File: config.mk
export PLATFORM = sky130hd
export DESIGN_NAME = tenbit_addr_match
export DESIGN_NICKNAME = d
export VERILOG_FILES = /design/src/pkg/tenbit_match_pkg.sv /design/src/rtl/tenbit_addr_match.sv /design/src/rtl/pin_sync.sv
export VERILOG_INCLUDE_DIRS = /design/src /design/src/pkg
export SDC_FILE = /design/constraint.sdc
export NUM_CORES = 1
export LEC_CHECK = 0
export BUFFER_PORTS_ARGS = -buffer_cell sky130_fd_sc_hd__buf_2
export CORE_UTILIZATION = 48
export DETAILED_ROUTE_END_ITERATION = 8
export GPL_ROUTABILITY_DRIVEN = 0
export MAX_ROUTING_LAYER = met4
export PLACE_DENSITY = 0.74
export SETUP_SLACK_MARGIN = 0.15
export SYNTH_ARGS = -nofsm -noshare
export SYNTH_HDL_FRONTEND = slang
export SYNTH_HIERARCHICAL = 1
export SYNTH_SLANG_ARGS = --single-unit
File: constraint.sdc
create_clock -name sys_clk_i -period 1.7 [get_ports sys_clk_i]
set_input_delay 0 -clock sys_clk_i [delete_from_list [all_inputs] [get_ports sys_clk_i]]
set_output_delay 0 -clock sys_clk_i [all_outputs]
set_load 0.03 [all_outputs]
File: src/pkg/tenbit_match_regs.svh
// Constants for the multi-address 10-bit target address matcher
`ifndef TENBIT_MATCH_REGS_SVH
`define TENBIT_MATCH_REGS_SVH
`define TBM_PREFIX        5'h1E
`define TBM_NUM_ADDR      4
`define TBM_SYNC_STAGES   3
`endif

File: src/pkg/tenbit_match_pkg.sv
// Types shared by the 10-bit target address matcher
package tenbit_match_pkg;
   typedef logic [9:0] own_addr_t;
   typedef enum logic [5:0] {
      ST_IDLE  = 6'h01,
      ST_ADDR1 = 6'h02,
      ST_ACK1  = 6'h04,
      ST_ADDR2 = 6'h08,
      ST_DATA  = 6'h10,
      ST_SKIP  = 6'h20
   } match_state_e;
endpackage

File: src/rtl/tenbit_addr_match.sv
// Two-wire target front end matching up to four 10-bit own addresses
//
// Behaviour
// First byte is prefix 11110, two high address bits, then read/write bit.
// Second byte holds the low eight address bits, compared to finish matching.
// Four independent 10-bit own addresses are held, each individually enabled.
// Ack first byte when its two high bits equal any enabled own address.
// Ack second byte only if all ten bits match one single own address.
// Configuring party should give all own addresses identical high bits.
// After full match accept data; otherwise ignore bus until next start.
`timescale 1ns/1ps
`default_nettype none
`include "tenbit_match_regs.svh"
module tenbit_addr_match
   import tenbit_match_pkg::*;
(
   input  wire logic       sys_clk_i,
   input  wire logic       reset_i,
   input  wire logic       scl_i,
   input  wire logic       sda_i,
   output var  logic       sda_o,
   output var  logic       sda_oe_o,
   input  wire logic [9:0] own_addr0_i,
   input  wire logic [9:0] own_addr1_i,
   input  wire logic [9:0] own_addr2_i,
   input  wire logic [9:0] own_addr3_i,
   input  wire logic [3:0] own_en_i,
   output var  logic       selected_o,
   output var  logic [1:0] match_idx_o,
   output var  logic       read_o,
   output var  logic [7:0] rx_data_o,
   output var  logic       rx_valid_o
);
   ////////////////////////////////////////////////////////////////////////
   logic scl_s;
   logic sda_s;
   logic scl_q;
   logic sda_q;

   pin_sync u_scl
   (
      .sys_clk_i (sys_clk_i),
      .reset_i   (reset_i),
      .pin_i     (scl_i),
      .level_o   (scl_s)
   );
   pin_sync u_sda
   (
      .sys_clk_i (sys_clk_i),
      .reset_i   (reset_i),
      .pin_i     (sda_i),
      .level_o   (sda_s)
   );

   wire scl_rise = scl_s & ~scl_q;
   wire scl_fall = ~scl_s & scl_q;
   wire start_c  = scl_s & scl_q & sda_q & ~sda_s;
   wire stop_c   = scl_s & scl_q & ~sda_q & sda_s;

   ////////////////////////////////////////////////////////////////////////
   match_state_e state_q;
   match_state_e ret_q;
   logic [7:0]   sh_q;
   logic [3:0]   cnt_q;
   logic [3:0]   hi_hit_q;
   logic         ack_q;
   logic         drive_q;
   logic [1:0]   idx_q;
   logic         sel_q;
   logic         rd_q;
   logic [7:0]   rx_q;
   logic         rxv_q;

   // four own addresses
   own_addr_t own [4];
   assign own[0] = own_addr0_i;
   assign own[1] = own_addr1_i;
   assign own[2] = own_addr2_i;
   assign own[3] = own_addr3_i;

   // Byte including the bit arriving now; sh_q alone is one bit short
   wire [7:0] low_byte = {sh_q[6:0], sda_s};
   // prefix check and per-address high-bit compare, kept per slot
   wire prefix_ok = (low_byte[7:3] == `TBM_PREFIX);
   wire [3:0] hi_hit;
   // low bits compared only within slots whose high bits hit
   wire [3:0] full_hit_n;
   genvar g;
   generate
      for (g = 0; g < `TBM_NUM_ADDR; g++)
      begin : g_cmp
         assign hi_hit[g]     = own_en_i[g] & prefix_ok
                                & (low_byte[2:1] == own[g][9:8]);
         assign full_hit_n[g] = hi_hit_q[g] & (low_byte == own[g][7:0]);
      end
   endgenerate

   function automatic logic [1:0] first_set(input logic [3:0] v);
      first_set = v[0] ? 2'h0 : v[1] ? 2'h1 : v[2] ? 2'h2 : 2'h3;
   endfunction

   wire byte_done = scl_rise & (cnt_q == 4'h7);

   ////////////////////////////////////////////////////////////////////////
   always_ff @(posedge sys_clk_i or posedge reset_i)
   begin
      if (reset_i)
      begin
         scl_q    <= 1'b1;
         sda_q    <= 1'b1;
         state_q  <= ST_IDLE;
         ret_q    <= ST_IDLE;
         sh_q     <= 8'h00;
         cnt_q    <= 4'h0;
         hi_hit_q <= 4'h0;
         ack_q    <= 1'b0;
         drive_q  <= 1'b0;
         idx_q    <= 2'h0;
         sel_q    <= 1'b0;
         rd_q     <= 1'b0;
         rx_q     <= 8'h00;
         rxv_q    <= 1'b0;
      end
      else
      begin
         scl_q <= scl_s;
         sda_q <= sda_s;
         rxv_q <= 1'b0;
         if (scl_rise)
         begin
            sh_q  <= {sh_q[6:0], sda_s};
            cnt_q <= cnt_q + 4'h1;
         end
         // a start always restarts address phase, a stop ends all
         if (start_c)
         begin
            state_q <= ST_ADDR1;
            cnt_q   <= 4'h0;
            sel_q   <= 1'b0;
            drive_q <= 1'b0;
         end
         else if (stop_c)
         begin
            state_q <= ST_IDLE;
            sel_q   <= 1'b0;
            drive_q <= 1'b0;
         end
         else
         begin
            unique case (state_q)
               ST_IDLE, ST_SKIP:
                  drive_q <= 1'b0;
               ST_ADDR1:
                  if (byte_done)
                  begin
                     // ack first byte on any high-bit hit
                     hi_hit_q <= hi_hit;
                     rd_q     <= sda_s;
                     ack_q    <= |hi_hit;
                     ret_q    <= (|hi_hit) ? ST_ADDR2 : ST_SKIP;
                     state_q  <= ST_ACK1;
                  end
               ST_ADDR2:
                  if (byte_done)
                  begin
                     // ack only on one complete ten-bit match
                     ack_q   <= |full_hit_n;
                     idx_q   <= first_set(full_hit_n);
                     sel_q   <= |full_hit_n;
                     ret_q   <= (|full_hit_n) ? ST_DATA : ST_SKIP;
                     state_q <= ST_ACK1;
                  end
               ST_DATA:
                  if (byte_done)
                  begin
                     // data accepted only after full match
                     rx_q    <= {sh_q[6:0], sda_s};
                     rxv_q   <= 1'b1;
                     ack_q   <= 1'b1;
                     ret_q   <= ST_DATA;
                     state_q <= ST_ACK1;
                  end
               ST_ACK1:
                  if (scl_fall)
                  begin
                     if (drive_q)
                     begin
                        drive_q <= 1'b0;
                        cnt_q   <= 4'h0;
                        state_q <= ret_q;
                     end
                     else
                     begin
                        drive_q <= ack_q;
                        cnt_q   <= 4'h0;
                        if (!ack_q)
                           state_q <= ST_SKIP;
                     end
                  end
               default:
                  state_q <= ST_IDLE;
            endcase
         end
      end
   end

   // Open-drain: only ever pulls low during an acknowledge slot
   assign sda_o       = 1'b0;
   assign sda_oe_o    = drive_q;
   assign selected_o  = sel_q;
   assign match_idx_o = idx_q;
   assign read_o      = rd_q;
   assign rx_data_o   = rx_q;
   assign rx_valid_o  = rxv_q;
endmodule
`default_nettype wire

File: src/rtl/pin_sync.sv
// Three-stage pin synchroniser with second/third stage agreement
`timescale 1ns/1ps
`default_nettype none
module pin_sync
(
   input  wire logic sys_clk_i,
   input  wire logic reset_i,
   input  wire logic pin_i,
   output var  logic level_o
);
   logic s1_q;
   logic s2_q;
   logic s3_q;
   logic lvl_q;

   always_ff @(posedge sys_clk_i or posedge reset_i)
   begin
      if (reset_i)
      begin
         s1_q  <= 1'b1;
         s2_q  <= 1'b1;
         s3_q  <= 1'b1;
         lvl_q <= 1'b1;
      end
      else
      begin
         s1_q <= pin_i;
         s2_q <= s1_q;
         s3_q <= s2_q;
         // A change counts only once the later stages agree
         if (s2_q == s3_q)
            lvl_q <= s3_q;
      end
   end

   assign level_o = lvl_q;
endmodule
`default_nettype wire

# Yosys cells after proc, flatten, opt, wreduce, memory -nomap -nowiden
# Cells that the tools add are included.
dict set report op_classes {
  addsub 1
  eq_ne 25
  mux 37
  bitwise_logic 26
  reduce_logical 15
}
# cell n
set ops {}
lappend ops {{$mux 6} 11}
lappend ops {{$pmux 6 s3} 2}
lappend ops {{$eq 8x8->1} 4}
lappend ops {{$and 1x1->1} 20}
lappend ops {{$mux 4} 5}
lappend ops {{$reduce_and 4->1} 4}
lappend ops {{$mux 1} 15}
lappend ops {{$reduce_bool 3->1} 3}
lappend ops {{$eq 2x2->1} 4}
lappend ops {{$reduce_or 4->1} 2}
lappend ops {{$eq 6x1->1 const B} 1}
lappend ops {{$eq 6x2->1 const B} 1}
lappend ops {{$eq 6x3->1 const B} 1}
lappend ops {{$eq 6x4->1 const B} 1}
lappend ops {{$eq 6x5->1 const B} 1}
lappend ops {{$eq 6x6->1 const B} 1}
lappend ops {{$ne 2x2->1 const B} 3}
lappend ops {{$not 1->1} 6}
lappend ops {{$reduce_and 6->1} 1}
lappend ops {{$eq 5x5->1 const B} 1}
lappend ops {{$ne 5x5->1 const B} 1}
lappend ops {{$add 4x1->4 const B} 1}
lappend ops {{$eq 4x3->1 const B} 1}
lappend ops {{$mux 2} 2}
lappend ops {{other kinds (10)} 12}
dict set report word_totals {
  reg_bits 52
  in_bits 48
  output_inout_bits 15
  wordCells 126
}

# Longest topological paths before layout
dict set report depth {
  ltp_word 7
  depth_mapped 6
}

# Hierarchy
# Netlist, hierarchy kept.
# mod n_inst cells_per_inst area_each_um2 seq_area_each_um2
set by_module_without_submodules {}
lappend by_module_without_submodules {tenbit_addr_match 1 237 2419.8 1056.0}
lappend by_module_without_submodules {pin_sync 2 6 120.1 105.1}

# Worst setup path after synthesis
# No wires, ideal clock.
dict set report synth_path {
  path_kind {register to register}
  from {register state_q[2]}
  to {register hi_hit_q[0]}
  arrival_time_ps 1756
  slack_ps -152
  path_stages_with_launch 6
  path_buffers 2
  period_less_slack_ps 1852
  path_cell_list {dfrtp_1 > or3_1 > buf_6 > or4_4 > buf_6 > o31ai_1}
}
dict set report synth_between {
  elab_chain_len 2
}
# item line_no
set synth_rtl {}
lappend synth_rtl {{from (decl)} tenbit_addr_match.sv:61} ;# match_state_e state_q;
lappend synth_rtl {{from (signal assigned)} tenbit_addr_match.sv:190} ;# state_q <= ret_q;
lappend synth_rtl {{$eq 6x2->1} tenbit_addr_match.sv:150} ;# unique case (state_q)
lappend synth_rtl {{$reduce_and 4->1 (no line)} --}
lappend synth_rtl {{to (signal assigned)} tenbit_addr_match.sv:157} ;# hi_hit_q <= hi_hit;
lappend synth_rtl {{to (decl)} tenbit_addr_match.sv:65} ;# logic [3:0] hi_hit_q;
# Every way passes these cells.
# A chain may end at the register's enable or synchronous reset.

# Final worst setup path
dict set report layout_path {
  from {register state_q[5]}
  to {register hi_hit_q[0]}
}
# Same word-level chain as after synthesis.

==> flow_metrics.py <==
metrics = {
    "outcome": {
        "status": "finished, violations left",
        "violations": "negative setup slack",
    },
    "routing": {
        "drt_iter0_drc": 49,
        "post-route-drc-count": 0,
        "dr.pass1.iters": 4,
        "vias_per_cell": 5.28,
        "vias": 2275,
        "wire_per_inst_um": 16.3,
        "ant_nets": 0,
        "wirelength_mm": 7.04,
    },
    "clock_tree": {
        "cts_tree": "done",
        "cts_root_buf": "clkbuf_8",
        "path_clk_slew_ps": 100,
        "insertion_delay_ps": 310,
        "htreeDepth": 2,
        "clockBufferDepth": 2,
        "numCtsBuffers": 5,
        "cts.sinks": 50,
    },
    "power_and_ir_drop": {
        "cellPowerDensity_mw_per_mm2": 1100,
        "pwr-share-comb_pct": 44.2,
        "p_int_mw": 2.78,
        "irDropWorstVdd_v": 0.000797,
        "p_leak_nw": 1.79,
        "clkPwrFrac_pct": 17.3,
        "finalPower_mw": 4.37,
        "seq_power_share_pct": 38.5,
        "p_sw_share_pct": 36.4,
        "power_switching_mw": 1.59,
    },
    "worst_hold_path": {
        "whs_endpoint": "hi_hit_q[1]$_DFFE_PP0P_",
        "hold_depth": 4,
        "hold_path.class": "in -> reg",
        "min_from": "own_en_i[1]",
    },
    "synth": {
        "synth_cell_types": 46,
        "synth-seq-area-share_pct": 47.6,
        "synthTopCellsByArea": "dfrtp_1 (36%), xnor2_1 (14%), dfstp_2 (12%)",
        "synth.avg_cell_area_um2": 10.7,
        "synth_most_common_cell": "xnor2_1",
        "synth_commonest_cells": "xnor2_1 (42), dfrtp_1 (38), mux2_2 (18), nand2_1 (16), nand3_1 (14)",
        "synth_top_area_cell": "dfrtp_1",
        "synthArstFlopShare_pct": 100,
        "syn_inst": 249,
        "synth_edf_count": 0,
        "yosys_warnings": 6,
        "synth_top_area_share_pct": 35.7,
        "synth_area_mm2": 0.00266,
        "syn-num-nets": 298,
        "synth_flop_cell": "dfrtp_1",
        "ys_ff_latch": 50,
    },
    "sta": {
        "fin_crit_ps": 1760,
        "skew_ps": 5.95,
        "finalSetupViolations": 7,
        "slew_headroom_pct": 64.0,
        "finalHoldViolCount": 0,
        "rsz0062_at_grt": "true",
        "worst_slack_ps": -61.7,
        "fmax_mhz": 568,
        "slew_viol_final": 0,
        "timing.final.crit_share_pct": 104,
        "tightestPinTransition_ps": 541,
    },
    "setup_path": {
        "crit_fanout": 7,
        "crit_type": "reg -> reg",
        "arrival_ps": 1990,
        "r2r_end": "hi_hit_q[0]$_DFFE_PP0P_",
        "reg2regPathDepth": 3,
        "cp-start-kind": "flip-flop",
        "r2r_slack_ps": -60,
        "end_kind": "flip-flop",
        "worstPathRequired_ps": 1930,
        "slowest_stage": "or4_4",
        "slowest_delay_ps": 560,
        "r2r_start": "state_q[5]$_DFFE_PP0P_",
        "path_cells": "or3_4 > or4_4 > o31ai_2",
    },
    "finish": {
        "layout-drive-gt1-share_pct": 57.6,
        "area_growth_pct": 49.6,
        "n_antenna_cell": 0,
        "nets": 409,
        "fillers": 360,
        "stdcell_count": 431,
    },
    "global_routing": {
        "grt_pass1_wl_mm": 11.0,
        "first_global_vias": 2278,
        "grt_max_degree": 43,
        "grt_usage_pct": 24.9,
        "antenna_found_initial": 0,
        "overflow": 0,
    },
    "floorplanning": {
        "dieWidth_um": 76.4,
        "num_io_pins": 63,
        "rows": 26,
        "die_y_um": 76.4,
        "initial_core_util_pct": 50.8,
        "die-area_mm2": 0.00584,
        "core_mm2": 0.00524,
    },
    "job": {
        "timing.max_cap.violations": 0,
    },
    "placed_design": {
        "place_ws_ps": -88.9,
        "placed_cells": 405,
        "numPortBuffers": 61,
        "dp_hpwl_mm": 4.58,
    },
}
[through the flow]
step / utilization [%] / hold slack [ps] / TNS (ps) / instance area [um^2]
CTS: 71.8 / 75.9 / -119 / 3760
global placement: 63.8 / 104 / -201 / 3340
detailed placement: 63.8 / 106 / -530 / 3340
floorplan: - / -44.8 / -894 / 2690
finish: 76.0 / 80.4 / -219 / 3980
global route: 76.0 / 87.9 / -1280 / 3980
[layout make-up]
| type | count | area, um^2 | area share, % |
|---|---|---|---|
| clock buffer | 5 | 68.8 | 1.73 |
| inverter | 8 | 30.0 | 0.755 |
| sequential | 50 | 1270 | 32.0 |
| clock inverter | 3 | 28.8 | 0.723 |
| timing repair buffer | 115 | 828 | 20.8 |
| tap | 70 | 87.6 | 2.20 |
| multi-input combinational | 180 | 1660 | 41.8 |
[logic make-up after synthesis]
| group | count (synthesis) | share of synthesized area (%) |
|---|---|---|
| AO/OA/AOI/OAI | 31 | 7.95 |
| XOR/XNOR | 46 | 15.1 |
| adder cells (fa/ha/maj) | 3 | 1.32 |
| buffers and inverters | 20 | 3.67 |
| flip-flops | 50 | 47.6 |
| multiplexers | 20 | 8.37 |
| other | 1 | 0.141 |
| AND/OR/NAND/NOR | 78 | 15.8 |
[layer usage]
metal	GRT usage, %	vias to the layer above	routed length [um]
met4	7.69	0	105
met5	-	-	0
met2	42.0	50	3670
met3	4.67	11	222
met1	30.1	1118	3040
li1	-	1096	-
[worst max-delay path: cells and delay by family, from the launching register on]
family	cells	cell delay, ps
compound gates	1	220
simple gates	2	1010
flops	1	440
[cells in the final DEF (no fill, tap or decap), types with 3 or more instances in the layout]
cell type      count
dfstp_2           12
nand2_1           12
inv_1              7
buf_12             4
dfrtp_1           33
buf_2             61
clkbuf_8           5
buf_6              4
o31ai_2            3
nand3_1            9
xnor2_1           36
nor2_1             4
o21ai_2            3
and3_1             3
dlygate4sd3_1      3
mux2_4            15
nand4_1            9
mux2_2             3
nand2_2            3
o21ai_1            4
and2_1             3
xor2_1             4
buf_4             40
nor3_4             3
xnor2_2            5
dfrtp_2            5
nand3_2            5
o21ai_0            3
nor2_2             3
nor3_2             5
[sequential cells by signal (all words and copies together) (netlist names), 2 cells and up]
name	flops
rx_data_o	8
sh_q	7
state_q	6
cnt_q	4
hi_hit_q	4
ret_q	4
match_idx_o	2
[how the worst max path moves through the flow]
| stage | startpoint | endpoint | slack, ps | depth (start not counted) |
|---|---|---|---|---|
| finish | state_q[5]$_DFFE_PP0P_ | hi_hit_q[0]$_DFFE_PP0P_ | -60 | 3 |
| floorplan | u_scl/level_o$_DFFE_PP1N_ | hi_hit_q[0]$_DFFE_PP0P_ | -70 | 5 |
| detailed placement | state_q[5]$_DFFE_PP0P_ | hi_hit_q[0]$_DFFE_PP0P_ | -90 | 3 |
| global route | u_scl/level_o$_DFFE_PP1N_ | hi_hit_q[1]$_DFFE_PP0P_ | -100 | 4 |
| global placement | state_q[5]$_DFFE_PP0P_ | hi_hit_q[3]$_DFFE_PP0P_ | -30 | 3 |
| CTS | scl_q$_DFF_PP1_ | state_q[3]$_DFFE_PP0P_ | -40 | 5 |
[what timing repair did]
item	in CTS	in global routing
endpoints found under the setup margin	27	32
cloned	2	1
pin swaps	13	16
gates resized for setup	48	36
hold buffers	3	0
setup buffers	10	2
endpoints found under the hold margin	48	0
[power by group through the flow]
stage	Sequential [mW]	Combinational [mW]	Clock [mW]
after CTS	1.67	1.71	0.769
after detailed placement	1.67	1.44	0
final	1.68	1.93	0.754
after global placement	1.66	1.39	0
after global routing	1.71	2.08	0.813
after floorplan	1.49	1.09	0
No activity file was read; power rests on OpenSTA's default activity.
